--- src/rtl/dpe_pkg.sv ---
// Constants for the drive process-data error signalling block
// Notes on behaviour
// - Refused mode request sets mode status bit 6
// - Refused request leaves running motion untouched
// - Refusal cause stored as readable error number
// - Mode error code is 16-bit read-only value
// - Refused dimension setting in speed: C4, 0006
// - Refusal also sends diagnostic telegram with number
// - Async fault brakes motor or disables power stage
// - Async fault enters state 7 or 9
// - Status bit 5 internal, bit 6 external fault
// - Internal fault sets its own source bit
// - External fault sets its own source bit
// - The async fault that sets the error flag gets a readable stop number; a later fault keeps it
// - Limit switch: ramp to standstill, set error flag
// - Status bit 14 motion-done in a fault only after real standstill; mode status bit 5 follows motion_done
// - Positive limit: 8047 braking, C047 stopped
`default_nettype none
package dpe_pkg;
  // Mode request byte layout
  localparam int REQ_TOGGLE_BIT = 7;
  localparam int MODE_W         = 5;
  // Mode status byte layout
  localparam int MST_ACK_BIT    = 7;
  localparam int MST_REJECT_BIT = 6;
  localparam int MST_DONE_BIT   = 5;
  // Drive status word layout
  localparam int DST_INT_BIT    = 5;
  localparam int DST_EXT_BIT    = 6;
  localparam int DST_INFO_BIT   = 13;
  localparam int DST_END_BIT    = 14;
  localparam int DST_ERR_BIT    = 15;
  // Drive command byte layout
  localparam int CMD_ENABLE_BIT = 1;
  localparam int CMD_FRESET_BIT = 3;
  // Operating state codes
  localparam logic [3:0] OPST_READY     = 4'h4;
  localparam logic [3:0] OPST_ENABLED   = 4'h6;
  localparam logic [3:0] OPST_QUICKSTOP = 4'h7;
  localparam logic [3:0] OPST_FAULT     = 4'h9;
  // Operating mode codes
  localparam logic [4:0] MODE_NONE      = 5'h00;
  localparam logic [4:0] MODE_DIMSET    = 5'h02;
  localparam logic [4:0] MODE_PTP       = 5'h03;
  localparam logic [4:0] MODE_SPEED     = 5'h04;
  localparam logic [4:0] MODE_REFMOVE   = 5'h12;
  // Refusal causes and stop numbers, plain values
  localparam logic [15:0] ERR_NONE         = 16'h0000;
  localparam logic [15:0] ERR_UNKNOWN_MODE = 16'h0101;
  localparam logic [15:0] ERR_MODE_BUSY    = 16'h0102;
  localparam logic [15:0] ERR_IN_FAULT     = 16'h0103;
  localparam logic [15:0] STOP_INTERNAL    = 16'h0201;
  localparam logic [15:0] STOP_LIMIT_POS   = 16'h0202;
  localparam logic [15:0] STOP_LIMIT_NEG   = 16'h0203;
  localparam logic [15:0] STOP_EXT_STOP    = 16'h0204;
  // External monitor bit positions
  localparam int EXT_POSITIVE_LIMIT_INPUT_BIT   = 0;
  localparam int EXT_LIMN_BIT   = 1;
  localparam int EXT_STOP_BIT   = 2;
  localparam int EXT_W          = 3;
  // Reset values
  localparam logic [7:0]  MST_RESET = 8'h00;
  localparam logic [15:0] DST_RESET = 16'h0004;
endpackage : dpe_pkg
`default_nettype wire

--- src/rtl/dpe_sync.sv ---
// Two-stage synchroniser for pin-level inputs
`timescale 1ns/1ps
`default_nettype none
module dpe_sync #(
  parameter int W = 1
) (
  input  wire logic         ref_clk,
  input  wire logic         rst_n,
  input  wire logic [W-1:0] pin_in,
  output logic      [W-1:0] sync_out
);
  // Both stages in one state word
  typedef struct packed {
    logic [W-1:0] s1;
    logic [W-1:0] s2;
  } dpe_sync_st_t;

  dpe_sync_st_t st_q;     // Registered state
  dpe_sync_st_t st_d;     // Next state

  // First stage only feeds the second stage
  always_comb begin
    st_d    = st_q;
    st_d.s1 = pin_in;
    st_d.s2 = st_q.s1;
  end

  // Plain register, constants on reset
  always_ff @(posedge ref_clk or negedge rst_n) begin
    if (!rst_n) begin
      st_q <= '0;
    end else begin
      st_q <= st_d;
    end
  end

  assign sync_out = st_q.s2;
endmodule : dpe_sync
`default_nettype wire

--- src/rtl/dpe_sticky.sv ---
// Sticky fault-source bits, set wins over clear
`timescale 1ns/1ps
`default_nettype none
module dpe_sticky #(
  parameter int W = 8
) (
  input  wire logic         ref_clk,
  input  wire logic         rst_n,
  input  wire logic [W-1:0] set_bits,
  input  wire logic         clear_all,
  output logic      [W-1:0] bits_out
);
  // Only one field, kept as struct for uniform style
  typedef struct packed {
    logic [W-1:0] bits;
  } dpe_sticky_st_t;

  dpe_sticky_st_t st_q;   // Registered bits
  dpe_sticky_st_t st_d;   // Next bits

  // Clear first, then a live source sets again
  always_comb begin
    st_d = st_q;
    if (clear_all) begin
      st_d.bits = '0;
    end
    st_d.bits = st_d.bits | set_bits;
  end

  // State register
  always_ff @(posedge ref_clk or negedge rst_n) begin
    if (!rst_n) begin
      st_q <= '0;
    end else begin
      st_q <= st_d;
    end
  end

  assign bits_out = st_q.bits;
endmodule : dpe_sticky
`default_nettype wire

--- src/rtl/dpe_top.sv ---
// Mode request checking and fault signalling of the drive process data
`timescale 1ns/1ps
`default_nettype none
module dpe_top #(
  parameter int INT_W = 8
) (
  input  wire logic             ref_clk,
  input  wire logic             rst_n,
  input  wire logic             request_strobe,
  input  wire logic [7:0]       mode_request_byte,
  input  wire logic [7:0]       drive_command_byte,
  input  wire logic             motion_active,
  input  wire logic             motor_standstill,
  input  wire logic             motion_done,
  input  wire logic             setpoint_reached,
  input  wire logic [INT_W-1:0] internal_fault_in,
  input  wire logic             positive_limit_input,
  input  wire logic             negative_limit_input,
  input  wire logic             external_stop_input,
  output logic      [7:0]       mode_status_byte,
  output logic      [15:0]      drive_status_word,
  output logic      [15:0]      refused_mode_error_code,
  output logic      [INT_W-1:0] internal_fault_bits,
  output logic      [dpe_pkg::EXT_W-1:0] external_monitor_bits,
  output logic      [15:0]      last_stop_error_number,
  output logic                  diag_valid,
  output logic      [15:0]      diag_error_number,
  output logic                  mode_start,
  output logic      [4:0]       active_mode,
  output logic                  brake_request,
  output logic                  power_enable
);
  import dpe_pkg::*;

  // Whole block state
  typedef struct packed {
    logic             ack_tog;    // Last toggle taken over
    logic             reject;     // Mode reject flag
    logic [4:0]       mode;       // Running mode
    logic [15:0]      err_code;   // Refusal cause
    logic [3:0]       op_state;   // Operating state
    logic             enable;     // Power stage wanted
    logic             x_err;      // Error flag
    logic             x_end;      // Motion done flag
    logic             int_flt;    // Internal fault source
    logic             ext_flt;    // External fault source
    logic [15:0]      stop_num;   // Last stop number
    logic             diag_v;     // Diagnostic telegram pulse
    logic [15:0]      diag_n;     // Diagnostic number
    logic             start;      // Accepted request pulse
    logic             brake;      // Ramp to standstill
    logic             pwr;        // Power stage on
    logic [7:0]       mst;        // Mode status byte
    logic [15:0]      dst;        // Drive status word
  } dpe_state_t;

  dpe_state_t st_q;               // Registered state
  dpe_state_t st_d;               // Next state

  logic [INT_W-1:0] int_sync;     // Synchronised internal sensors
  logic [EXT_W-1:0] ext_sync;     // Synchronised external pins
  logic [EXT_W-1:0] ext_pins;     // External pins grouped
  logic             fault_clear;  // Fault reset accepted
  logic             new_req;      // Toggled request seen
  logic [4:0]       req_mode;     // Requested mode code
  logic             mode_known;   // Mode code supported
  logic             req_busy;     // Mode needs standstill
  logic             int_now;      // Any internal sensor active
  logic             ext_now;      // Any external pin active

  assign ext_pins = {external_stop_input, negative_limit_input,
                     positive_limit_input};

  // Pins come from outside the clock domain
  dpe_sync #(.W(INT_W)) u_int_sync (
    .ref_clk  (ref_clk),
    .rst_n    (rst_n),
    .pin_in   (internal_fault_in),
    .sync_out (int_sync)
  );

  dpe_sync #(.W(EXT_W)) u_ext_sync (
    .ref_clk  (ref_clk),
    .rst_n    (rst_n),
    .pin_in   (ext_pins),
    .sync_out (ext_sync)
  );

  // Per-source fault bits, readable by the master
  dpe_sticky #(.W(INT_W)) u_int_bits (
    .ref_clk   (ref_clk),
    .rst_n     (rst_n),
    .set_bits  (int_sync),
    .clear_all (fault_clear),
    .bits_out  (internal_fault_bits)
  );

  dpe_sticky #(.W(EXT_W)) u_ext_bits (
    .ref_clk   (ref_clk),
    .rst_n     (rst_n),
    .set_bits  (ext_sync),
    .clear_all (fault_clear),
    .bits_out  (external_monitor_bits)
  );

  // Request decode, kept outside the state update
  always_comb begin
    int_now    = |int_sync;
    ext_now    = |ext_sync;
    req_mode   = mode_request_byte[MODE_W-1:0];
    new_req    = request_strobe &&
                 (mode_request_byte[REQ_TOGGLE_BIT] != st_q.ack_tog);
    mode_known = (req_mode == MODE_DIMSET) || (req_mode == MODE_PTP) ||
                 (req_mode == MODE_SPEED)  || (req_mode == MODE_REFMOVE);
    // Coordinate changes only make sense with the motor at rest
    req_busy   = motion_active &&
                 ((req_mode == MODE_DIMSET) || (req_mode == MODE_REFMOVE));
    // Reset only once the motor stands and no source is live
    fault_clear = request_strobe && drive_command_byte[CMD_FRESET_BIT] &&
                  st_q.x_err && motor_standstill && !int_now && !ext_now;
  end

  // Next state
  always_comb begin
    st_d        = st_q;
    st_d.diag_v = 1'b0;
    st_d.start  = 1'b0;
    if (request_strobe) begin
      st_d.enable = drive_command_byte[CMD_ENABLE_BIT];
    end
    // Mode requests
    if (new_req) begin
      st_d.ack_tog = mode_request_byte[REQ_TOGGLE_BIT];
      if (st_q.x_err || !mode_known || req_busy) begin
        // Refused: running mode and motion stay as they are
        st_d.reject = 1'b1;
        st_d.err_code = st_q.x_err ? ERR_IN_FAULT :
                        (!mode_known ? ERR_UNKNOWN_MODE : ERR_MODE_BUSY);
        st_d.diag_v = 1'b1;
        st_d.diag_n = st_d.err_code;
      end else begin
        // Accepted request releases the reject flag
        st_d.reject = 1'b0;
        st_d.mode   = req_mode;
        st_d.start  = 1'b1;
      end
    end
    // Fault entry, internal takes precedence
    if (!st_q.x_err && (int_now || ext_now)) begin
      st_d.x_err    = 1'b1;
      st_d.int_flt  = int_now;
      st_d.ext_flt  = ext_now;
      st_d.x_end    = 1'b0;
      st_d.op_state = int_now ? OPST_FAULT : OPST_QUICKSTOP;
      if (int_now) begin
        st_d.stop_num = STOP_INTERNAL;
      end else if (ext_sync[EXT_POSITIVE_LIMIT_INPUT_BIT]) begin
        st_d.stop_num = STOP_LIMIT_POS;
      end else if (ext_sync[EXT_LIMN_BIT]) begin
        st_d.stop_num = STOP_LIMIT_NEG;
      end else begin
        st_d.stop_num = STOP_EXT_STOP;
      end
      st_d.diag_v = 1'b1;
      st_d.diag_n = st_d.stop_num;
    end else if (st_q.x_err && int_now && !st_q.int_flt) begin
      // Internal fault during quick stop escalates to fault
      st_d.int_flt  = 1'b1;
      st_d.op_state = OPST_FAULT;
    end else if (fault_clear) begin
      st_d.x_err    = 1'b0;
      st_d.int_flt  = 1'b0;
      st_d.ext_flt  = 1'b0;
      st_d.op_state = st_d.enable ? OPST_ENABLED : OPST_READY;
    end else if (!st_q.x_err) begin
      st_d.op_state = st_d.enable ? OPST_ENABLED : OPST_READY;
    end
    // Done flag: during a fault only real standstill counts
    if (st_d.x_err) begin
      st_d.x_end = (st_q.x_err && motor_standstill);
    end else begin
      st_d.x_end = motion_done;
    end
    // Stage reaction: ramp on external, power off on internal
    st_d.brake = st_d.x_err && !st_d.int_flt && !motor_standstill;
    st_d.pwr   = st_d.enable && !st_d.int_flt;
    // Returned bytes built from next values
    st_d.mst = {st_d.ack_tog, st_d.reject, motion_done, st_d.mode};
    st_d.dst = 16'h0000;
    st_d.dst[3:0]          = st_d.op_state;
    st_d.dst[DST_INT_BIT]  = st_d.int_flt;
    st_d.dst[DST_EXT_BIT]  = st_d.ext_flt;
    st_d.dst[DST_INFO_BIT] = setpoint_reached && !st_d.x_err;
    st_d.dst[DST_END_BIT]  = st_d.x_end;
    st_d.dst[DST_ERR_BIT]  = st_d.x_err;
  end

  // State register
  always_ff @(posedge ref_clk or negedge rst_n) begin
    if (!rst_n) begin
      st_q          <= '0;
      st_q.mode     <= MODE_NONE;
      st_q.err_code <= ERR_NONE;
      st_q.op_state <= OPST_READY;
      st_q.mst      <= MST_RESET;
      st_q.dst      <= DST_RESET;
    end else begin
      st_q <= st_d;
    end
  end

  // Outputs straight from the state register
  assign mode_status_byte        = st_q.mst;
  assign drive_status_word       = st_q.dst;
  assign refused_mode_error_code = st_q.err_code;
  assign last_stop_error_number  = st_q.stop_num;
  assign diag_valid              = st_q.diag_v;
  assign diag_error_number       = st_q.diag_n;
  assign mode_start              = st_q.start;
  assign active_mode             = st_q.mode;
  assign brake_request           = st_q.brake;
  assign power_enable            = st_q.pwr;

  // Checks next to the logic
  reject_flag_a: assert property (@(posedge ref_clk) disable iff (!rst_n)
    new_req && (st_q.x_err || !mode_known || req_busy)
    |=> mode_status_byte[MST_REJECT_BIT] && diag_valid)
    else $error("refused request not flagged");
  reject_keeps_a: assert property (@(posedge ref_clk) disable iff (!rst_n)
    new_req && !st_q.x_err && req_busy
    |=> $stable(active_mode) && !mode_start)
    else $error("refused request changed motion");
  err_code_a: assert property (@(posedge ref_clk) disable iff (!rst_n)
    new_req && !st_q.x_err && mode_known && req_busy
    |=> refused_mode_error_code == ERR_MODE_BUSY)
    else $error("refusal cause not stored");
  diag_num_a: assert property (@(posedge ref_clk) disable iff (!rst_n)
    diag_valid && mode_status_byte[MST_REJECT_BIT] && !drive_status_word[15]
    |-> diag_error_number == refused_mode_error_code)
    else $error("diagnostic number mismatch");
  state_entry_a: assert property (@(posedge ref_clk) disable iff (!rst_n)
    !st_q.x_err && !int_now && ext_now
    |=> drive_status_word[3:0] == OPST_QUICKSTOP
        && drive_status_word[DST_EXT_BIT])
    else $error("external fault did not enter quick stop");
  int_fault_a: assert property (@(posedge ref_clk) disable iff (!rst_n)
    !st_q.x_err && int_now
    |=> drive_status_word[3:0] == OPST_FAULT
        && drive_status_word[DST_INT_BIT] && !power_enable)
    else $error("internal fault did not stop power stage");
  done_late_a: assert property (@(posedge ref_clk) disable iff (!rst_n)
    $rose(drive_status_word[DST_ERR_BIT])
    |-> !drive_status_word[DST_END_BIT])
    else $error("done set at fault detection");
  positive_limit_input_word_a: assert property (@(posedge ref_clk) disable iff (!rst_n)
    drive_status_word[DST_ERR_BIT] && !st_q.int_flt && st_q.ext_flt
    && st_q.enable && !motor_standstill && !fault_clear
    |=> drive_status_word[15:14] != 2'b11)
    else $error("done shown while still braking");
  stop_num_a: assert property (@(posedge ref_clk) disable iff (!rst_n)
    $rose(drive_status_word[DST_ERR_BIT])
    |-> last_stop_error_number != ERR_NONE && diag_valid)
    else $error("fault without stop number");
  reject_hold_a: assert property (@(posedge ref_clk) disable iff (!rst_n)
    mode_status_byte[MST_REJECT_BIT] && !new_req
    |=> mode_status_byte[MST_REJECT_BIT])
    else $error("reject flag dropped early");
  // Sensor during a quick stop must still cut the power stage
  escalate_a: assert property (@(posedge ref_clk)
    disable iff (!rst_n)
    st_q.x_err && !st_q.int_flt && int_now
    |=> drive_status_word[3:0] == OPST_FAULT
        && drive_status_word[DST_INT_BIT] && !power_enable)
    else $error("internal fault did not escalate quick stop");
  // Accepted fault reset leaves no error or source bit behind
  fault_clear_a: assert property (@(posedge ref_clk)
    disable iff (!rst_n)
    fault_clear
    |=> !drive_status_word[DST_ERR_BIT] && !drive_status_word[DST_INT_BIT]
        && !drive_status_word[DST_EXT_BIT])
    else $error("fault reset left error bits");
  // Moving motor hit by an external fault ramps down
  brake_ramp_a: assert property (@(posedge ref_clk)
    disable iff (!rst_n)
    $rose(drive_status_word[DST_ERR_BIT]) && !drive_status_word[DST_INT_BIT]
    && !$past(motor_standstill)
    |-> brake_request)
    else $error("external fault did not brake");
  // Done during a fault only once standstill was seen
  done_standstill_a: assert property (@(posedge ref_clk)
    disable iff (!rst_n)
    drive_status_word[DST_ERR_BIT] && drive_status_word[DST_END_BIT]
    |-> $past(motor_standstill))
    else $error("done shown before standstill");

  refused_c: cover property (@(posedge ref_clk) disable iff (!rst_n)
    mode_status_byte == 8'hC4 && drive_status_word == 16'h0006);
  positive_limit_input_c: cover property (@(posedge ref_clk) disable iff (!rst_n)
    drive_status_word == 16'h8047 ##[1:50] drive_status_word == 16'hC047);
  int_c: cover property (@(posedge ref_clk) disable iff (!rst_n)
    $rose(drive_status_word[DST_INT_BIT]));
  clear_c: cover property (@(posedge ref_clk) disable iff (!rst_n)
    fault_clear);
  esc_c: cover property (@(posedge ref_clk) disable iff (!rst_n)
    drive_status_word[3:0] == OPST_FAULT && drive_status_word[DST_EXT_BIT]);
endmodule : dpe_top
`default_nettype wire

--- config.mk ---
export PLATFORM = sky130hd
export DESIGN_NAME = dpe_top
export DESIGN_NICKNAME = d
export VERILOG_FILES = /design/src/rtl/dpe_pkg.sv /design/src/rtl/dpe_sync.sv /design/src/rtl/dpe_sticky.sv /design/src/rtl/dpe_top.sv
export SDC_FILE = /design/constraint.sdc
export NUM_CORES = 1
export LEC_CHECK = 0
export BUFFER_PORTS_ARGS = -buffer_cell sky130_fd_sc_hd__buf_2
export CAP_MARGIN = 20
export CELL_PAD_IN_SITES_DETAIL_PLACEMENT = 0
export CELL_PAD_IN_SITES_GLOBAL_PLACEMENT = 2
export CORE_ASPECT_RATIO = 1.25
export CORE_MARGIN = 10
export CORE_UTILIZATION = 30
export CTS_BUF_LIST = sky130_fd_sc_hd__clkbuf_8
export DETAILED_ROUTE_END_ITERATION = 10
export PLACE_DENSITY_LB_ADDON = 0.1
export SYNTH_ARGS = -nofsm -noshare
export SYNTH_HDL_FRONTEND = slang
export SYNTH_SLANG_ARGS = --single-unit
--- constraint.sdc ---
create_clock -name ref_clk -period 2.4 [get_ports ref_clk]
set_input_delay 0.12 -clock ref_clk [delete_from_list [all_inputs] [get_ports ref_clk]]
set_output_delay 0.12 -clock ref_clk [all_outputs]
set_load 0.05 [all_outputs]
# == Yosys cells after proc, flatten, opt, wreduce, memory -nomap -nowiden ==
# Cells that the tools add are included.
# op_classes
reduce_logical,36
n_eq_ne,5
bitwise_logic,2
muxes,30
# op_table
op,count
16-bit 2-to-1 mux,3
17-bit 2-to-1 mux,2
23-bit 2-to-1 mux,1
4-bit 2-to-1 mux,5
18-bit 2-to-1 mux,1
1-bit logical AND,15
"5-bit by 2-bit equality test with 1-bit output, second input constant",2
2-bit 2-to-1 mux,5
1-bit 2-to-1 mux,9
1-bit logical NOT,8
8-bit 2-to-1 mux,1
8-bit bitwise OR,1
8-bit OR reduction,1
1-bit logical OR,7
3-bit 2-to-1 mux,2
"5-bit by 3-bit equality test with 1-bit output, second input constant",1
"5-bit equality test, second input constant",1
5-bit 2-to-1 mux,1
2-bit AND reduction,2
2-bit nonzero test,2
3-bit bitwise OR,1
3-bit OR reduction,1
1-bit != test,1
# totals
in_bits,34
register_bits,117
output_inout_bits,92
word_cells,96

# == Longest topological paths before layout ==
# Gate-level depths: netlist (run 1).
# logic_depth
depth_word,11
depth_mapped,5
mapped_depth_nobuf,4

# == Modules after synthesis ==
# A second synthesis (run 1) with hierarchy kept.
# unflattened
cells_unflattened,252
area_unflattened_um2,2914.0
# by_module_without_submodules
module,area_per_inst_um2,instances,cells_each,seq_area_each_um2
dpe_top,1998.2,1,206,852.1
dpe_sync at u_int_sync,400.4,1,16,400.4
dpe_sticky at u_int_bits,264.0,1,17,200.2
dpe_sync at u_ext_sync,150.1,1,6,150.1
dpe_sticky at u_ext_bits,101.3,1,7,75.1

# == Worst setup path after synthesis (run 1) ==
# Ideal clock, no wire load.
# synth_path
kind,flip-flop to flip-flop
startpoint,reg u_int_sync.st_q (netlist bit u_int_sync.sync_out[0])
endpoint,reg u_ext_bits.st_q (netlist bit u_ext_bits.bits_out[0])
setup_time_ps,118
arrival_time_ps,1866
setup_slack_ps,416
period_less_slack_ps,1984
path_stages_with_launch,6
t_required_ps,2282
path_buffers,2
path_cell_list,dfrtp_1 or4_1 or4_4 buf_6 buf_6 a21o_1
# synth_rtl
element,line_no,rtl
from (decl),dpe_sync.sv:18,dpe_sync_st_t st_q;
from (signal assigned),dpe_sync.sv:33,st_q <= st_d;
to (signal assigned),dpe_sticky.sv:35,st_q <= st_d;
to (decl),dpe_sticky.sv:18,dpe_sticky_st_t st_q;

==> results of run 1 <==
[metrics by stage]
step | hold WS (ns) | utilization | cells | area [sq um]
2_1_floorplan | -0.176 | - | 299 | 3160
3_3_place_gp | 0.227 | 0.323 | 423 | 3140
3_5_place_dp | 0.229 | 0.323 | 423 | 3140
4_1_cts | 0.00350 | 0.356 | 455 | 3460
5_1_grt | 0.0116 | 0.356 | 455 | 3460
6_report | 0.0219 | 0.356 | 455 | 3460
[cell type report]
class	count	share of cell area
Sequential cell	67	0.485
Clock inverter	6	0.00759
Clock buffer	10	0.0398
Multi-Input combinational cell	140	0.241
Tap cell	126	0.0456
Inverter	10	0.0108
Timing Repair Buffer	96	0.170
[path summary, 6_finish.rpt]
check | start | to | depth (start not counted)
max | u_int_sync.sync_out[0] | power_enable | 3
min in group asynchronous | rst_n | mode_status_byte[2] | 2
max reg2reg | u_int_sync.sync_out[0] | power_enable | 3
min | mode_request_byte[2] | mode_status_byte[1] | 2
min reg2reg | u_ext_sync.st_d[0] | u_ext_sync.sync_out[0] | 0
max in group asynchronous | rst_n | st_q[67] | 3
[sequential cells by signal (all words and copies together) (netlist names), 4 cells and up]
signal,cells
diag_error_number,5
mode_status_byte,7
st_q,5
u_int_sync.sync_out,8
drive_status_word,6
u_int_sync.st_d,8
last_stop_error_number,4
u_int_bits.bits_out,8
[worst max-delay path, cell delays in order, from the launching register on]
cell and delay (ns):
dfrtp_1 0.39, or4_1 0.63, or4_4 0.66, a311oi_1 0.29
[metal layers]
metal,share of wire,GRT usage,vias to the layer above,wire length (um)
met4,0.017,0.0471,0,124
met1,0.40,0.110,913,2860
met5,0,0,-,0
li1,-,-,898,-
met2,0.50,0.156,73,3530
met3,0.083,0.0431,13,588
[layout by cell type (no fill, tap or decap), types with 2 or more instances in the layout]
cell type	instances
a21o_1	13
a21oi_1	6
a31o_1	2
a31oi_1	3
and2_1	2
and3_1	2
buf_2	74
buf_4	5
clkbuf_8	10
clkinv_2	3
conb_1	43
dfrtp_1	66
dlygate4sd3_1	16
inv_1	13
mux2_1	3
mux2i_1	2
nand2_1	5
nand2b_1	2
nand4_1	2
nor2_1	7
nor3_1	3
nor3b_1	2
nor4_1	2
nor4b_1	2
o21a_1	4
o21ai_0	4
o21ai_1	3
o31ai_1	3
or4_1	3
or4_4	2
[kinds of logic (layout without fill, tap and decap cells)]
logic type,count (synthesis),after routing
compound gates,49,49
xor+xnor,1,1
buf+inv,92,122
flops,67,67
mux,6,6
other cells,1,43
simple gates,41,41
[report_power, final]
part | total, W | switching, W | internal, W
sequential | 0.00119 | 0.0000216 | 0.00117
combinational | 0.000374 | 0.000299 | 0.0000758
clock | 0.000800 | 0.000414 | 0.000386
total | 0.00236 | 0.000734 | 0.00163
[timing repair]
action	CTS	global route
endpoints found under the hold margin	44	0
setup buffers	0	0
setup endpoints to repair	0	0
hold buffers	16	0
==> impl_metrics.toml, run 1 <==
[status]
status = "complete, no violations"

[yosys]
synth_top_family_by_area = "buffers and inverters"
async_flop_share = 1.00
syn_area_per_cell_sq_um = 11.7
postSynthCellCount = 257
yosysTopAreaCell = "dfrtp_1"
yosys_warnings = 0
synth_edf_count = 0
yosys.area_share.xor_xnor = 0.00291
synthMuxAreaShare = 0.0216
synth_compound_area_frac = 0.115
synth.distinct_cells = 50
synth_commonest_cells = "buf_4, dfrtp_1, a21o_1"
synthAdderAreaFrac = 0
synthFlopType = "dfrtp_1"
yosys-top-cells-area = "dfrtp_1, buf_4, a21o_1"
yosys.area_share.simple = 0.0841
synth_top_area_frac = 0.550
yosysSeqAreaShare = 0.558
synth_area_sq_um = 3010
synth_most_common_cell = "buf_4"
synth_seq_cells = 67

[min_path]
hold_class = "input port to flip-flop"

[cells_and_area]
n_antenna_cell = 0
seq_area_sq_um = 1680
multi_input_area_sq_um = 835
area_growth_pct = 15.1
fin_nets = 358
num-fill-cells = 1014
drive_above_1_share = 0.307

[pwr]
irDropWorstVdd_mv = 0.341
p_leak_nw = 1.66
finalPower_w = 0.00236
powerDensity_nw_per_um2 = 683

[die]
start_util = 0.310
fp.dieH_um = 132
core.rowCount = 40
io_pins = 126
die_area_sq_um = 14400
core_area_sq_um = 9710
die_x_um = 110

[routing]
vias_per_cell = 4.17
drtAntennaViolNets = 0
drc = 0
via_count = 1897
drtIter0Drc = 48
drt_first_pass_iters = 4
drt-total-wl_mm = 7.11
routedWlPerCell_um = 15.6

[global_routing]
antenna_found_initial = 0
grt_pass1_vias = 2086
grt_use_total = 0.0990
overflow = 0
grt_max_degree = 39
grt_pass1_wl_mm = 11.0

[worst_setup_path]
crit_type = "flip-flop to flip-flop"
arrival_ns = 2.32
rrSetupSlack_ns = 0.34
path_max_fanout = 18
cp-start-kind = "flip-flop"
crit_required_ns = 2.66
cp-end-kind = "flip-flop"

[cts]
cts.sinks = 67
numCtsBuffers = 9
clock_latency_ns = 0.35
htreeDepth = 3
ctsLongestPathBuffers = 2
clk_pin_slew_worst_paths_ns = 0.07
ctsResizeCount = 0
root_buffer = "clkbuf_8"
cts_tree = "yes"

[placed_design]
hpwl_mm = 5.35
io_buffers = 74
dp_slack_ns = 0.327
routabilityCongestion = 0.711

[timing]
worst_pin_slew_ns = 0.735
hold_violations = 0
slew_violations = 0
setup-tns-final_ns = 0
rsz0062_at_grt = "no"
slew_headroom = 0.510
period_minus_slack_ns = 2.06
fmax_mhz = 485
fin_skew_ns = 0.0102
setup_viol = 0
fin_crit_sh = 0.859
setup_slack_ns = 0.338

[flow_run]
maxCapViolCount = 0
No activity file was read; power rests on OpenSTA's default activity.
==> run 2: changes to the inputs <==
--- a/config.mk
+++ b/config.mk
@@ -9,7 +9,6 @@
 export CAP_MARGIN = 20
 export CELL_PAD_IN_SITES_DETAIL_PLACEMENT = 0
 export CELL_PAD_IN_SITES_GLOBAL_PLACEMENT = 2
-export CORE_ASPECT_RATIO = 1.25
 export CORE_MARGIN = 10
 export CORE_UTILIZATION = 30
 export CTS_BUF_LIST = sky130_fd_sc_hd__clkbuf_8
==> run 2 against run 1 <==
Flip-flop and latch count did not move. Die area fell by 0.17%. Largest cell class unchanged. Clock-buffer cell count fell by 1. Clock skew rose by 0.0029 ns. Sequential share of layout area fell by 0.57 points. Critical endpoint unchanged. Highest routed layer unchanged. Largest power group unchanged. Global-route usage fell by 0.34 points.
==> impl_metrics.toml, run 2 (synthesized netlist as in run 1, its figures left out) <==
[status]
status = "complete, no violations"

[timing]
period_minus_slack_ns = 2.02
setup_viol = 0
fin_crit_sh = 0.843
rsz0062_at_grt = "no"
fin_skew_ns = 0.0131
slew_violations = 0
slew_headroom = 0.547
hold_violations = 0
fmax_mhz = 494
setup-tns-final_ns = 0
worst_pin_slew_ns = 0.679

[cts]
post-cts-setup-buffers = 0
clock_latency_ns = 0.34
ctsLongestPathBuffers = 2
cts.sinks = 67
cts_tree = "yes"
numCtsBuffers = 9
root_buffer = "clkbuf_8"
clk_pin_slew_worst_paths_ns = 0.09
htreeDepth = 3
ctsResizeCount = 0
postCtsHoldBufs = 16

[placed_design]
io_buffers = 74
place_area_sq_um = 3140
routabilityCongestion = 0.707
hpwl_mm = 5.20

[cells_and_area]
final_cell_mix = "buf_2, dfrtp_1, conb_1"
area_growth_pct = 16.5
drive_above_1_share = 0.314
fin_area_sq_um = 3500
n_antenna_cell = 0
fin_nets = 357
layout_commonest_cell = "buf_2"

[die]
fp.dieH_um = 120
core_area_sq_um = 9770
die_x_um = 120
start_util = 0.307
io_pins = 126
die_area_sq_um = 14400
core.rowCount = 36

[global_routing]
grt_pass1_vias = 2100
overflow = 0
grt_use_total = 0.0956
antenna_found_initial = 0
grt_max_degree = 41
grt_pass1_wl_mm = 11.0

[pwr]
clkPwrFrac = 0.384
power.internal_w = 0.00174
power_frac_seq = 0.469
swShare = 0.316
powerDensity_nw_per_um2 = 725
irDropWorstVdd_mv = 0.282
p_leak_nw = 1.66
pwr-share-comb = 0.148
switching_power_w = 0.000801

[worst_setup_path]
arrival_ns = 2.28
max_stage_delay_ns = 0.64
rr_worst_depth = 3
cpMaxStageDelayCell = "or4_4"
rrSetupSlack_ns = 0.38
crit_type = "flip-flop to flip-flop"
crit_required_ns = 2.65
cp-start-kind = "flip-flop"
rr_startpoint = "u_int_sync.sync_out[0]"
critPathLaunch = "u_int_sync.sync_out[0]"
crit_end = "power_enable"
crit_chain = "or4_1 > or4_4 > a311oi_1"
path_max_fanout = 18
cp-end-kind = "flip-flop"
rr_endpoint = "power_enable"

[routing]
drt-total-wl_mm = 6.88
routedWlPerCell_um = 14.9
drc = 0
via_count = 1891
drtIter0Drc = 44
vias_per_cell = 4.10
drt_first_pass_iters = 4
drtAntennaViolNets = 0

[flow_run]
maxCapViolCount = 0

[min_path]
hold_class = "input port to flip-flop"
[run 2: per-stage QoR]
step	hold slack, ns	setup WS, ns	cells	utilization	total power [W]
final	0.0259	0.376	461	0.358	0.00254
after global routing	0.0103	0.270	461	0.358	0.00265
after CTS	0.00560	0.356	461	0.358	0.00258
after detailed placement	0.211	0.359	429	0.321	0.00157
after global placement	0.218	0.365	429	0.321	0.00157
after floorplan	-0.176	0.416	299	-	0.00155
[run 2: worst min-delay path by stage]
| stage | startpoint | endpoint | slack (ns) | depth (start not counted) |
|---|---|---|---|---|
| 2_1_floorplan | rst_n | brake_request | -0.18 | 0 |
| 4_1_cts | mode_request_byte[4] | mode_status_byte[4] | 0.006 | 2 |
| 3_3_place_gp | rst_n | drive_status_word[13] | 0.22 | 1 |
| 6_report | mode_request_byte[4] | mode_status_byte[4] | 0.03 | 2 |
| 3_5_place_dp | rst_n | drive_status_word[13] | 0.21 | 1 |
| 5_1_grt | mode_request_byte[4] | mode_status_byte[4] | 0.01 | 2 |
[run 2: final cells by class]
cell class,count,area (sq um)
Clock inverter,7,80.1
Tap cell,133,166
Fill cell,1027,6270
Multi-Input combinational cell,140,835
Clock buffer,9,124
Inverter,10,37.5
Sequential cell,67,1680
Timing Repair Buffer,95,581
[run 2: worst max-delay path, delay by kind of cell (launching register included)]
| family | cells | cell delay [ns] |
|---|---|---|
| AND/OR/NAND/NOR | 2 | 1.24 |
| flip-flops | 1 | 0.39 |
| AO/OA/AOI/OAI | 1 | 0.30 |
[run 2: power groups by stage]
| stage | clock (W) | sequential [W] | combinational (W) |
|---|---|---|---|
| floorplan | 0 | 0.00121 | 0.000341 |
| global placement | 0 | 0.00121 | 0.000356 |
| detailed placement | 0 | 0.00121 | 0.000357 |
| CTS | 0.00102 | 0.00119 | 0.000377 |
| global route | 0.00106 | 0.00120 | 0.000399 |
| finish | 0.000973 | 0.00119 | 0.000375 |
[run 2: routing by layer]
layer,GRT usage,part of all wire,up-vias
li1,-,-,897
met1,0.119,0.45,912
met2,0.142,0.46,75
met3,0.0450,0.073,7
met4,0.0339,0.011,0
met5,0,0,-
